<file path="src/include/sfc_cfg.svh">
// Constants for the synchronous FIFO channel port control: register offsets,
// field positions, reset values and bus response codes.
// Assumes inclusion by bare name from the package and the design files.
`ifndef SFC_CFG_SVH
`define SFC_CFG_SVH

// ----------------------------------------------------------------------------
// Register byte offsets
// ----------------------------------------------------------------------------
`define SFC_OFS_CTRL       12'h000
`define SFC_OFS_AE_OFFSET  12'h004
`define SFC_OFS_AF_OFFSET  12'h008
`define SFC_OFS_STATUS     12'h00c

// ----------------------------------------------------------------------------
// Field positions
// ----------------------------------------------------------------------------
`define SFC_CTRL_SOFT_RST  0
`define SFC_ST_COUNT_LSB   0
`define SFC_ST_EMPTY_N     16
`define SFC_ST_AE_N        17
`define SFC_ST_AF_N        18
`define SFC_ST_FULL_N      19
`define SFC_ST_PROG_MODE   20

// ----------------------------------------------------------------------------
// Reset values
// ----------------------------------------------------------------------------
`define SFC_AE_OFFSET_RST  7
`define SFC_AF_OFFSET_RST  7

// ----------------------------------------------------------------------------
// AXI4-Lite responses
// ----------------------------------------------------------------------------
`define SFC_RESP_OKAY      2'h0
`define SFC_RESP_SLVERR    2'h2

`endif

</file>
<file path="src/include/sfc_pkg.sv">
// Types shared by the FIFO channel port control design.
// Assumes sfc_cfg.svh sits on the include path.
`include "sfc_cfg.svh"

package sfc_pkg;

  // Write-port configuration latched at reset
  typedef enum logic [1:0] {
    SFC_MODE_DUAL_WE = 2'b01,
    SFC_MODE_PROG    = 2'b10
  } sfc_mode_t;

  // Register bus write channel state
  typedef enum logic [2:0] {
    SFC_WR_IDLE = 3'b001,
    SFC_WR_EXEC = 3'b010,
    SFC_WR_RESP = 3'b100
  } sfc_wr_state_t;

endpackage
</file>
<file path="src/design/sfc_chan.sv">
// One FIFO channel with its pin-level write and read ports and an AXI4-Lite
// register slave for the flag offsets, a soft reset and status.
// Assumes all pins, including both port clocks, are synchronous to aclk and
// that each port clock stays high or low for at least one aclk period.
`timescale 1ns/1ps
`include "sfc_cfg.svh"

module sfc_chan
  import sfc_pkg::*;
#(
  parameter int DW    = 9,    // Data word width
  parameter int DEPTH = 256   // Channel depth in words
) (
  input  wire logic          aclk,                            // System clock
  input  wire logic          aresetn,                         // Synchronous reset, active low
  // Register bus
  input  wire logic [11:0]   s_axi_awaddr,                    // Write address
  input  wire logic [2:0]    s_axi_awprot,                    // Write protection, unused
  input  wire logic          s_axi_awvalid,                   // Write address valid
  output logic               s_axi_awready,                   // Write address ready
  input  wire logic [31:0]   s_axi_wdata,                     // Write data
  input  wire logic [3:0]    s_axi_wstrb,                     // Write byte strobes
  input  wire logic          s_axi_wvalid,                    // Write data valid
  output logic               s_axi_wready,                    // Write data ready
  output logic [1:0]         s_axi_bresp,                     // Write response
  output logic               s_axi_bvalid,                    // Write response valid
  input  wire logic          s_axi_bready,                    // Write response ready
  input  wire logic [11:0]   s_axi_araddr,                    // Read address
  input  wire logic [2:0]    s_axi_arprot,                    // Read protection, unused
  input  wire logic          s_axi_arvalid,                   // Read address valid
  output logic               s_axi_arready,                   // Read address ready
  output logic [31:0]        s_axi_rdata,                     // Read data
  output logic [1:0]         s_axi_rresp,                     // Read response
  output logic               s_axi_rvalid,                    // Read data valid
  input  wire logic          s_axi_rready,                    // Read data ready
  // Channel pins
  input  wire logic          fifo_reset_n,                    // Channel reset pin, active low
  input  wire logic          write_clock,                     // Write port clock pin
  input  wire logic          write_enable_primary_n,          // Primary write enable, active low
  input  wire logic          write_enable_secondary_or_load,  // Second enable or offset load
  input  wire logic [DW-1:0] write_data_in,                   // Input word
  input  wire logic          read_clock,                      // Read port clock pin
  input  wire logic          read_enable_first_n,             // First read enable, active low
  input  wire logic          read_enable_second_n,            // Second read enable, active low
  input  wire logic          output_drive_enable_n,           // Output enable, active low
  output logic [DW-1:0]      read_data_out,                   // Output word
  output logic               read_data_oe,                    // High while driving read_data_out
  output logic               empty_flag_n,                    // Empty, active low
  output logic               almost_empty_flag_n,             // Almost empty, active low
  output logic               almost_full_flag_n,              // Almost full, active low
  output logic               full_flag_n                      // Full, active low
);

  localparam int AW = $clog2(DEPTH);
  localparam int CW = AW + 1;
  localparam logic [CW-1:0] FULL_CNT = CW'(DEPTH);

  // --------------------------------------------------------------------------
  // Channel state
  // --------------------------------------------------------------------------
  logic          chan_rst;
  logic          soft_rst_r;
  sfc_mode_t     mode_r;
  logic [AW-1:0] wptr_r;
  logic [AW-1:0] rptr_r;
  logic [CW-1:0] cnt_r;
  logic [CW-1:0] cnt_nxt;
  logic [CW-1:0] ae_off_r;
  logic [CW-1:0] af_off_r;
  logic          wr_ofs_sel_r;
  logic          rd_ofs_sel_r;
  logic          empty_n_r;
  logic          ae_n_r;
  logic          af_n_r;
  logic          full_n_r;
  logic [DW-1:0] rd_data_r;
  logic          oe_r;
  logic          wr_rise;
  logic          rd_rise;
  logic          load_active;
  logic          wr_do;
  logic          rd_do;
  logic          ofs_wr;
  logic          ofs_rd;
  logic [DW-1:0] mem_q;

  // Pin reset, bus reset and the software reset all rewind the channel
  assign chan_rst = !aresetn || !fifo_reset_n || soft_rst_r;

  sfc_edge u_wr_edge (
    .aclk    (aclk),
    .aresetn (aresetn),
    .pin     (write_clock),
    .rise    (wr_rise)
  );

  sfc_edge u_rd_edge (
    .aclk    (aclk),
    .aresetn (aresetn),
    .pin     (read_clock),
    .rise    (rd_rise)
  );

  // --------------------------------------------------------------------------
  // Port qualification
  // --------------------------------------------------------------------------
  assign load_active = (mode_r == SFC_MODE_PROG) && !write_enable_secondary_or_load;

  // Same term serves both modes: in offset mode a high load pin means a plain write
  assign wr_do = wr_rise && !write_enable_primary_n && write_enable_secondary_or_load
                 && full_n_r && (cnt_r != FULL_CNT);
  assign ofs_wr = wr_rise && !write_enable_primary_n && load_active;
  assign rd_do = rd_rise && !read_enable_first_n && !read_enable_second_n && !load_active
                 && empty_n_r && (cnt_r != '0);
  assign ofs_rd = rd_rise && !read_enable_first_n && !read_enable_second_n && load_active;

  always_comb begin
    cnt_nxt = cnt_r;
    if (wr_do && !rd_do) begin
      cnt_nxt = cnt_r + 1'b1;
    end else if (rd_do && !wr_do) begin
      cnt_nxt = cnt_r - 1'b1;
    end
  end

  // --------------------------------------------------------------------------
  // Mode strap
  // --------------------------------------------------------------------------
  // Caught on every clock of reset, so the level seen last before release holds
  always_ff @(posedge aclk) begin
    if (chan_rst) begin
      mode_r <= write_enable_secondary_or_load ? SFC_MODE_DUAL_WE : SFC_MODE_PROG;
    end
  end

  // --------------------------------------------------------------------------
  // Pointers and fill count
  // --------------------------------------------------------------------------
  always_ff @(posedge aclk) begin
    if (chan_rst) begin
      wptr_r <= '0;
      rptr_r <= '0;
      cnt_r  <= '0;
    end else begin
      if (wr_do) begin
        wptr_r <= (wptr_r == AW'(DEPTH - 1)) ? '0 : wptr_r + 1'b1;
      end
      if (rd_do) begin
        rptr_r <= (rptr_r == AW'(DEPTH - 1)) ? '0 : rptr_r + 1'b1;
      end
      cnt_r <= cnt_nxt;
    end
  end

  sfc_mem #(
    .DW    (DW),
    .DEPTH (DEPTH),
    .AW    (AW)
  ) u_mem (
    .aclk  (aclk),
    .we    (wr_do),
    .waddr (wptr_r),
    .wdata (write_data_in),
    .raddr (rptr_r),
    .rdata (mem_q)
  );

  // --------------------------------------------------------------------------
  // Flags
  // --------------------------------------------------------------------------
  // Each flag moves only on its own port clock, so it can lag the count
  always_ff @(posedge aclk) begin
    if (chan_rst) begin
      full_n_r <= 1'b1;
      af_n_r   <= 1'b1;
    end else if (wr_rise) begin
      full_n_r <= (cnt_nxt != FULL_CNT);
      af_n_r   <= !(cnt_nxt >= FULL_CNT - af_off_r);
    end
  end

  always_ff @(posedge aclk) begin
    if (chan_rst) begin
      empty_n_r <= 1'b0;
      ae_n_r    <= 1'b0;
    end else if (rd_rise) begin
      empty_n_r <= (cnt_nxt != '0);
      ae_n_r    <= (cnt_nxt > ae_off_r);
    end
  end

  // --------------------------------------------------------------------------
  // Read data and output enable
  // --------------------------------------------------------------------------
  always_ff @(posedge aclk) begin
    if (chan_rst) begin
      rd_data_r    <= '0;
      rd_ofs_sel_r <= 1'b0;
    end else if (rd_do) begin
      rd_data_r <= mem_q;
    end else if (ofs_rd) begin
      rd_data_r    <= rd_ofs_sel_r ? DW'(af_off_r) : DW'(ae_off_r);
      rd_ofs_sel_r <= !rd_ofs_sel_r;
    end
  end

  always_ff @(posedge aclk) begin
    if (!aresetn) begin
      oe_r <= 1'b0;
    end else begin
      oe_r <= !output_drive_enable_n;
    end
  end

  assign read_data_out       = rd_data_r;
  assign read_data_oe        = oe_r;
  assign empty_flag_n        = empty_n_r;
  assign almost_empty_flag_n = ae_n_r;
  assign almost_full_flag_n  = af_n_r;
  assign full_flag_n         = full_n_r;

  // --------------------------------------------------------------------------
  // Register bus: write channel
  // --------------------------------------------------------------------------
  sfc_wr_state_t wst_r;
  logic          aw_got_r;
  logic          w_got_r;
  logic [11:0]   awaddr_r;
  logic [31:0]   wdata_r;
  logic [3:0]    wstrb_r;
  logic          awready_r;
  logic          wready_r;
  logic          bvalid_r;
  logic [1:0]    bresp_r;
  logic          bus_wr;

  function automatic logic reg_known(input logic [11:0] a);
    reg_known = (a == `SFC_OFS_CTRL) || (a == `SFC_OFS_AE_OFFSET)
                || (a == `SFC_OFS_AF_OFFSET) || (a == `SFC_OFS_STATUS);
  endfunction

  always_ff @(posedge aclk) begin
    if (!aresetn) begin
      wst_r     <= SFC_WR_IDLE;
      aw_got_r  <= 1'b0;
      w_got_r   <= 1'b0;
      awaddr_r  <= '0;
      wdata_r   <= '0;
      wstrb_r   <= '0;
      awready_r <= 1'b0;
      wready_r  <= 1'b0;
      bvalid_r  <= 1'b0;
      bresp_r   <= `SFC_RESP_OKAY;
    end else begin
      unique case (wst_r)
        SFC_WR_IDLE: begin
          awready_r <= !aw_got_r && !(s_axi_awvalid && awready_r);
          wready_r  <= !w_got_r && !(s_axi_wvalid && wready_r);
          if (s_axi_awvalid && awready_r) begin
            aw_got_r <= 1'b1;
            awaddr_r <= s_axi_awaddr;
          end
          if (s_axi_wvalid && wready_r) begin
            w_got_r <= 1'b1;
            wdata_r <= s_axi_wdata;
            wstrb_r <= s_axi_wstrb;
          end
          if ((aw_got_r || (s_axi_awvalid && awready_r)) && (w_got_r || (s_axi_wvalid && wready_r))) begin
            wst_r     <= SFC_WR_EXEC;
            awready_r <= 1'b0;
            wready_r  <= 1'b0;
          end
        end
        SFC_WR_EXEC: begin
          aw_got_r <= 1'b0;
          w_got_r  <= 1'b0;
          bvalid_r <= 1'b1;
          bresp_r  <= reg_known(awaddr_r) && (awaddr_r != `SFC_OFS_STATUS) ? `SFC_RESP_OKAY : `SFC_RESP_SLVERR;
          wst_r    <= SFC_WR_RESP;
        end
        SFC_WR_RESP: begin
          if (s_axi_bready) begin
            bvalid_r  <= 1'b0;
            awready_r <= 1'b1;
            wready_r  <= 1'b1;
            wst_r     <= SFC_WR_IDLE;
          end
        end
      endcase
    end
  end

  assign bus_wr = (wst_r == SFC_WR_EXEC) && wstrb_r[0];

  // --------------------------------------------------------------------------
  // Control and offset registers
  // --------------------------------------------------------------------------
  // Soft reset is a single-cycle pulse, so it cannot wedge the channel
  always_ff @(posedge aclk) begin
    if (!aresetn) begin
      soft_rst_r <= 1'b0;
    end else begin
      soft_rst_r <= bus_wr && (awaddr_r == `SFC_OFS_CTRL) && wdata_r[`SFC_CTRL_SOFT_RST];
    end
  end

  // A pin load wins over a bus write landing in the same cycle
  always_ff @(posedge aclk) begin
    if (!aresetn || !fifo_reset_n) begin
      ae_off_r     <= CW'(`SFC_AE_OFFSET_RST);
      af_off_r     <= CW'(`SFC_AF_OFFSET_RST);
      wr_ofs_sel_r <= 1'b0;
    end else if (ofs_wr) begin
      if (wr_ofs_sel_r) begin
        af_off_r <= CW'(write_data_in);
      end else begin
        ae_off_r <= CW'(write_data_in);
      end
      wr_ofs_sel_r <= !wr_ofs_sel_r;
    end else if (bus_wr && (awaddr_r == `SFC_OFS_AE_OFFSET)) begin
      ae_off_r <= wdata_r[CW-1:0];
    end else if (bus_wr && (awaddr_r == `SFC_OFS_AF_OFFSET)) begin
      af_off_r <= wdata_r[CW-1:0];
    end
  end

  // --------------------------------------------------------------------------
  // Register bus: read channel
  // --------------------------------------------------------------------------
  logic        arready_r;
  logic        rvalid_r;
  logic [31:0] rdata_r;
  logic [1:0]  rresp_r;
  logic [31:0] status_w;

  always_comb begin
    status_w = '0;
    status_w[`SFC_ST_COUNT_LSB +: CW] = cnt_r;
    status_w[`SFC_ST_EMPTY_N]         = empty_n_r;
    status_w[`SFC_ST_AE_N]            = ae_n_r;
    status_w[`SFC_ST_AF_N]            = af_n_r;
    status_w[`SFC_ST_FULL_N]          = full_n_r;
    status_w[`SFC_ST_PROG_MODE]       = (mode_r == SFC_MODE_PROG);
  end

  always_ff @(posedge aclk) begin
    if (!aresetn) begin
      arready_r <= 1'b0;
      rvalid_r  <= 1'b0;
      rdata_r   <= '0;
      rresp_r   <= `SFC_RESP_OKAY;
    end else if (rvalid_r) begin
      if (s_axi_rready) begin
        rvalid_r  <= 1'b0;
        arready_r <= 1'b1;
      end
    end else if (s_axi_arvalid && arready_r) begin
      arready_r <= 1'b0;
      rvalid_r  <= 1'b1;
      rresp_r   <= reg_known(s_axi_araddr) ? `SFC_RESP_OKAY : `SFC_RESP_SLVERR;
      unique case (s_axi_araddr)
        `SFC_OFS_AE_OFFSET: rdata_r <= 32'(ae_off_r);
        `SFC_OFS_AF_OFFSET: rdata_r <= 32'(af_off_r);
        `SFC_OFS_STATUS:    rdata_r <= status_w;
        default:            rdata_r <= '0;
      endcase
    end else begin
      arready_r <= 1'b1;
    end
  end

  assign s_axi_awready = awready_r;
  assign s_axi_wready  = wready_r;
  assign s_axi_bvalid  = bvalid_r;
  assign s_axi_bresp   = bresp_r;
  assign s_axi_arready = arready_r;
  assign s_axi_rvalid  = rvalid_r;
  assign s_axi_rdata   = rdata_r;
  assign s_axi_rresp   = rresp_r;

endmodule

</file>
<file path="src/design/sfc_edge.sv">
// Rising edge detector for a pin-level clock sampled by aclk.
// Assumes the pin is already synchronous to aclk.
`timescale 1ns/1ps

module sfc_edge (
  input  wire logic aclk,     // System clock
  input  wire logic aresetn,  // Synchronous reset, active low
  input  wire logic pin,      // Sampled clock pin
  output logic      rise      // One-cycle pulse on a low-to-high change
);

  logic prev_r;

  always_ff @(posedge aclk) begin
    if (!aresetn) begin
      prev_r <= 1'b1;
    end else begin
      prev_r <= pin;
    end
  end

  // Prev resets high so a pin already high at reset is not seen as an edge
  assign rise = pin & ~prev_r;

endmodule

</file>
<file path="src/design/sfc_mem.sv">
// Storage array of one FIFO channel: one write port, one asynchronous read port.
// Assumes the controller never writes and reads one location with stale data.
`timescale 1ns/1ps

module sfc_mem #(
  parameter int DW    = 9,    // Word width
  parameter int DEPTH = 256,  // Words
  parameter int AW    = 8     // Address width
) (
  input  wire logic          aclk,   // System clock
  input  wire logic          we,     // Write strobe
  input  wire logic [AW-1:0] waddr,  // Write address
  input  wire logic [DW-1:0] wdata,  // Write data
  input  wire logic [AW-1:0] raddr,  // Read address
  output logic      [DW-1:0] rdata   // Read data
);

  logic [DW-1:0] mem [DEPTH];

  always_ff @(posedge aclk) begin
    if (we) begin
      mem[waddr] <= wdata;
    end
  end

  assign rdata = mem[raddr];

endmodule

</file>
<file path="config.mk">
export PLATFORM = sky130hd
export DESIGN_NAME = sfc_chan
export DESIGN_NICKNAME = d
export VERILOG_FILES = /design/src/include/sfc_pkg.sv /design/src/design/sfc_chan.sv /design/src/design/sfc_edge.sv /design/src/design/sfc_mem.sv
export VERILOG_INCLUDE_DIRS = /design/src /design/src/include
export SDC_FILE = /design/constraint.sdc
export NUM_CORES = 2
export LEC_CHECK = 0
export BUFFER_PORTS_ARGS = -buffer_cell sky130_fd_sc_hd__buf_2
export CORE_ASPECT_RATIO = 0.75
export CORE_UTILIZATION = 25
export CTS_CLUSTER_SIZE = 8
export DETAILED_ROUTE_END_ITERATION = 7
export GPL_TIMING_DRIVEN = 0
export PLACE_DENSITY = 0.5
export REMOVE_ABC_BUFFERS = 1
export SYNTH_ARGS = -nofsm -noshare
export SYNTH_HDL_FRONTEND = slang
export SYNTH_SLANG_ARGS = --single-unit
</file>
<file path="constraint.sdc">
create_clock -name aclk -period 10.2 [get_ports aclk]
set_input_delay 2.04 -clock aclk [delete_from_list [all_inputs] [get_ports aclk]]
set_output_delay 2.04 -clock aclk [all_outputs]
set_load 0.03 [all_outputs]
</file>
Word-level counts from Yosys, hierarchy flattened
Memory sizes are Yosys's and may differ from the RTL's. A register that Yosys moved wholly into a read port is not among the register bits.
Cells that the tools add are included.
- bits in writable memories: 2304
- memories: 1
- input port bits: 90
- output and inout bits: 55
- logic and storage cells: 184
- bits in registers: 132
- memory list (memory ; depth ; bits a word ; read ports ; clocked after Yosys merged registers in ; write ports ; RTL line ; text):
    u_mem.mem ; 256 ; 9 ; 1 ; 1 ; 1 ; sfc_mem.sv:18 ; logic [DW-1:0] mem [DEPTH];
- $add $sub $neg: 5
- bitwise logic cells: 6
- equal/unequal tests: 23
- $lt $le $gt $ge: 2
- reduce and logical (&&, ||, !) cells: 74
- muxes and demuxes: 42
- operator list (kind ; number):
    two-way mux 9 bit ; 12
    one-hot mux 21 bit (3 select lines) ; 1
    == test 12 x 4 -> 1 bit, second input constant ; 4
    two-way mux 8 bit ; 4
    logical AND 1 bit ; 26
    == test 12 x 3 -> 1 bit, second input constant ; 2
    logical NOT 12 bit ; 2
    AND reduction 2 bit ; 10
    != test 9 bit, second input constant ; 2
    nonzero test 9 bit ; 2
    logical NOT 1 bit ; 17
    adder 8 x 1 -> 8 bit, second input constant ; 2
    == test 8 bit, second input constant ; 2
    != test 2 bit, second input constant ; 8
    two-way mux 1 bit ; 14
    != test 12 x 4 -> 1 bit, second input constant ; 1
    nonzero test 2 bit ; 6
    logical OR 1 bit ; 10
    one-hot mux 1 bit (2 select lines) ; 5
    adder 9 x 1 -> 9 bit, second input constant ; 1
    greater-or-equal comparator 9 bit ; 1
    greater-than comparator 9 bit ; 1
    one-hot mux 3 bit (3 select lines) ; 1
    subtractor 9 x 1 -> 9 bit, second input constant ; 1
    other kinds (10) ; 17

Longest topological paths before layout
- depth in word-level cells: 12
- mapped depth: 19
- depth with buffers taken out: 17

Cells and area by module
Synthesis repeated with hierarchy kept, for this count alone.
- cells, all modules: 4909
- area, all modules: 94683.3 µm²
- modules (own cells, without submodules) (module ; area each (µm²) ; cells an instance ; times used ; seq. area each (µm²)):
    sfc_mem ; 89098.0 ; 4228 ; 1 ; 69186.4
    sfc_chan ; 5505.3 ; 675 ; 1 ; 2222.1
    sfc_edge ; 40.0 ; 3 ; 2 ; 20.0

Worst setup path after synthesis
OpenSTA, ideal clock, no wires.
- path type: input to register
- from: input read_enable_first_n
- to: register ae_n_r, in the netlist almost_empty_flag_n
- data arrival time: 4997 ps
- path slack: 5083 ps
- stages on the path: 18
- data required time: 10080 ps
- path buffers: 3
- setup time: 120 ps
- cells stage by stage: nor4b_1 and3_1 clkbuf_1 and2_1 buf_2 buf_1 nand2_1 o211ai_1 o31ai_1 ha_1 nor2b_1 o21a_1 o21a_1 o21ai_0 nand2b_1 a21oi_1 nor2_1 o31a_1
- word-level cells in the longest chain between the ends: 10
- elaborated cells on any way between the ends: 12
- those cells by class: order compare (1); mux (2); reduce/logical (9)
- RTL lines (item ; RTL line ; text):
    start, declared ; sfc_chan.sv:43 ; input wire logic read_enable_first_n,
    logical NOT 1 bit (*) ; sfc_chan.sv:113 ; assign rd_do = rd_rise && !read_enable_first_n && !read_enable_second_n && !load_active
    logical AND 1 bit (*) (3 in series) ; sfc_chan.sv:113 ;
    logical AND 1 bit (*) (2 in series) ; sfc_chan.sv:114 ; && empty_n_r && (cnt_r != '0);
    logical AND 1 bit / logical NOT 1 bit (equally long branches) ; sfc_chan.sv:121, sfc_chan.sv:119 ;
    two-way mux 9 bit / logical AND 1 bit (equally long branches) ; sfc_chan.sv:121, sfc_chan.sv:119 ;
    two-way mux 9 bit (*) ; sfc_chan.sv:119 ; if (wr_do && !rd_do) begin
    named net cnt_nxt[1] ; sfc_chan.sv:67 ; logic [CW-1:0] cnt_nxt;
    greater-than comparator 9 bit (*) ; sfc_chan.sv:188 ; ae_n_r <= (cnt_nxt > ae_off_r);
    end signal, assigned ; sfc_chan.sv:188 ;
    end, declared ; sfc_chan.sv:73 ; logic ae_n_r;
The timed path passes the listed nets; every way through them passes the cells marked *.
A chain may end at the register's enable or synchronous reset.

Worst setup path after layout
- from: input aresetn
- to: register rd_data_r[1], in the netlist read_data_out[1]
- word-level cells in the longest chain between the ends: 3
- RTL lines (item ; RTL line ; text):
    start, declared ; sfc_chan.sv:15 ; input wire logic aresetn,
    logical NOT 1 bit ; - ;
    logical OR 1 bit (2 in series) ; sfc_chan.sv:88 ; assign chan_rst = !aresetn || !fifo_reset_n || soft_rst_r;
    end signal, assigned ; sfc_chan.sv:200 ; rd_data_r <= mem_q;
    end signal, assigned ; sfc_chan.sv:202 ; rd_data_r <= rd_ofs_sel_r ? DW'(af_off_r) : DW'(ae_off_r);
    end, declared ; sfc_chan.sv:76 ; logic [DW-1:0] rd_data_r;
No other way between the ends.

==> summary.txt <==
Finish-stage setup viols: 0
Total track usage: 12.5%
Filler cells: 36400
Final #Nets: 4834
Multi-input logic area: 21600 µm²
Mean Syn Cell Area: 21.2 µm²
Starting Density: 25.1%
Number of global-route vias before repair: 46200
CP Capture Type: register
Core ar.: 376000 µm²
Crit path kind: input pin to register
Fraction of layout cells with a size suffix above 1: 26.6%
Antenna violations before repair: 14
Total power: 0.0215 W
Worst-margin pin slew: 1350 ps
WHS: 457 ps
Met3 track demand over resource: 2.96%
Status: finished, violations left
PwrDens: 193 nW/µm²
Die extent in x: 712 µm
Slew margin rel.: 9.46%
Ys flop type: edfxtp_1
H-tree Lvls: 5
Via count: 45600
First-pass GRT wire length: 348000 µm
Period utilisation layout: 62.1%
Arr. time, crit path: 7080 ps
First-pass DRT Iterations: 8
Vias/cell: 4.64
Hold-fix buffers, CTS: 0
Layout Utilization: 29.5%
Post-cts resize count: 0
Cell Area, Placed: 102000 µm²
Worst clock skew: 70.2 ps
Post-synth EDFFs: 2306
Synth Cell Area: 94500 µm²
MaxCap Viol Count: 0
DRT iter0 DRCs: 4788
RD Place Congestion: 0.784
Hold path startpoint: wstrb_r[0]
M1 GR Usage: 19.4%
Detailed Place HPWL: 150000 µm
Cts bufs inserted: 345
Reg clk slew, reported paths: 50 ps
Crit-path max FO: 25
Seq/Total Area, Yosys: 75.8%
CTS tree: built
Clock Tree Buf Depth: 4
Grt total ovfl: 0
Critical Path RT: 10940 ps
Slew Viols, Final: 0
Root buf cell: clkbuf_16
FFs w/ async S/R, synth: 0%
Pin count of the biggest net entering global routing: 158
Failing checks: design-rule violations
Unrepaired setup endpoints after global routing: false
Final WL: 244000 µm
Antenna Nets Post-Route: 0
Yosys cell types: 62
Yosys warnings: 0
Top Usage Layer GRT: met1
Full die area: 381000 µm²
Crit path launch: aresetn
Final Worst Setup Slack: 3870 ps
Pre-CTS setup slack: 3220 ps
Top Ports: 145
Register bit total from synthesis: 2424
Gate Count Post-Synth: 4466
VDD IR max: 138 µV
Syn-to-layout area delta: 17.6%
Die Height: 535 µm
CP Launch Type: input pin
Leakage power: 32.7 nW
Num rows: 195
Reg area: 71600 µm²
Clk sinks: 2424
DR DRC count: 2
Fin area: 111000 µm²
Grt met2 use: 17.5%
Worst min path class: register to register
Final min period: 6330 ps
Setup bufs post-CTS: 0
Routed len/inst: 24.8 µm
Hold Fails Final Rpt: 0
Clk_lat worst skew: 890 ps
Highest clock rate: 158 MHz
# port buffers: 92
-- layout make-up --
type | count | share of cell area (%)
diodes | 6 | 0.0135
well taps | 5023 | 5.65
clock buffers | 392 | 8.06
repair buffers | 159 | 2.04
flip-flops and latches | 2424 | 64.4
multi-input cells | 1762 | 19.5
inverters | 27 | 0.0934
clock inverters | 18 | 0.240
-- placed cells by master, fill, tap and decap left out, types with 9 or more instances in the layout --
cell type  count
mux2i_1       59
and2_1        14
nor2b_1       13
a211oi_1      13
nor4_1         9
a21oi_1       83
buf_2         83
conb_1        20
buf_16        54
a22oi_1       34
clkbuf_16    352
xor2_1        15
mux2_2        11
o21ai_0       30
nand2_1      180
buf_12        10
nand4_1       13
nor2_1       341
edfxtp_1    2306
o22ai_1       17
or3_1         12
nand2_2       16
buf_8         10
nand3_1       21
xnor2_1       12
a31oi_1       10
nand2b_1      10
inv_1         25
mux4_2       705
ha_1          25
dfxtp_1      112
nor3_1        20
clkbuf_1      40
o211ai_1      12
-- critical path: stages --
cell      delay (ps)
buf_2            250
nand2_1          380
nor2_2           530
inv_1            680
nor3b_1          460
nand3_1          670
nor2_1          1000
a22oi_1          450
o211ai_1         290
or3_1            270
-- cells by family (layout without fill, tap and decap cells) --
family | after synthesis | in the layout | share of synthesized area (%)
flops | 2424 | 2424 | 75.8
xor+xnor | 27 | 27 | 0.250
buf+inv | 299 | 596 | 1.48
mux | 775 | 775 | 17.6
fa+ha+maj | 26 | 26 | 0.342
other cells | 1 | 26 | 0.00397
compound gates | 227 | 227 | 1.49
simple gates | 687 | 687 | 3.12
-- per-layer routing --
| layer | part of all wire [%] | wire length (µm) | up-vias |
|---|---|---|---|
| li1 | - | - | 18900 |
| met1 | 48 | 118000 | 24700 |
| met2 | 42 | 102000 | 1572 |
| met3 | 7.6 | 18500 | 346 |
| met4 | 2.0 | 4850 | 0 |
| met5 | 0 | 0 | - |
-- where the power goes --
part           switching, W  internal [W]  total (W)
clock               0.00406       0.00613     0.0102
sequential        0.0000226        0.0109     0.0110
combinational      0.000257     0.0000685   0.000326
total               0.00434        0.0171     0.0215
-- registers in the layout, summed over array words and instances, names as in the netlist, 2 cells and up, named ones only --
signal,cells
af_off_r,9
wst_r,3
u_mem.mem,2304
mode_r,2
wptr_r,8
cnt_r,9
wdata_r,9
read_data_out,9
s_axi_rdata,14
awaddr_r,12
ae_off_r,9
rptr_r,8
-- Yosys cell counts (13+ instances only) --
library cell / n / area, µm²
edfxtp_1: 2306 / 69200
mux4_2: 705 / 15900
nor2_1: 342 / 1280
nand2_1: 196 / 736
clkbuf_1: 125 / 469
dfxtp_1: 118 / 2360
a21oi_1: 83 / 415
buf_2: 68 / 340
mux2i_1: 59 / 591
buf_1: 40 / 150
a22oi_1: 34 / 255
o21ai_0: 30 / 150
buf_4: 28 / 210
inv_1: 26 / 97.6
ha_1: 25 / 313
nand3_1: 21 / 105
nor3_1: 21 / 105
o22ai_1: 17 / 106
xor2_1: 15 / 131
and2_1: 14 / 87.6
a211oi_1: 13 / 97.6
nand4_1: 13 / 81.3
nor2b_1: 13 / 81.3
-- per-stage QoR --
step | TNS, ps | std cells
after global routing | 0 | 9806
after global placement | -269810 | 9328
final | 0 | 9811
after detailed placement | 0 | 9394
after floorplan | -137970 | 4213
after CTS | 0 | 9804
-- final timing paths --
kind                       to  slack, ps  depth (start not counted)
max reg2reg  read_data_out[8]       3900                         13
min reg2reg        wstrb_r[0]        460                          2
max          read_data_out[1]       3870                         10
min                wstrb_r[0]        460                          2
Note: power is estimated with default switching activity, not from simulation.
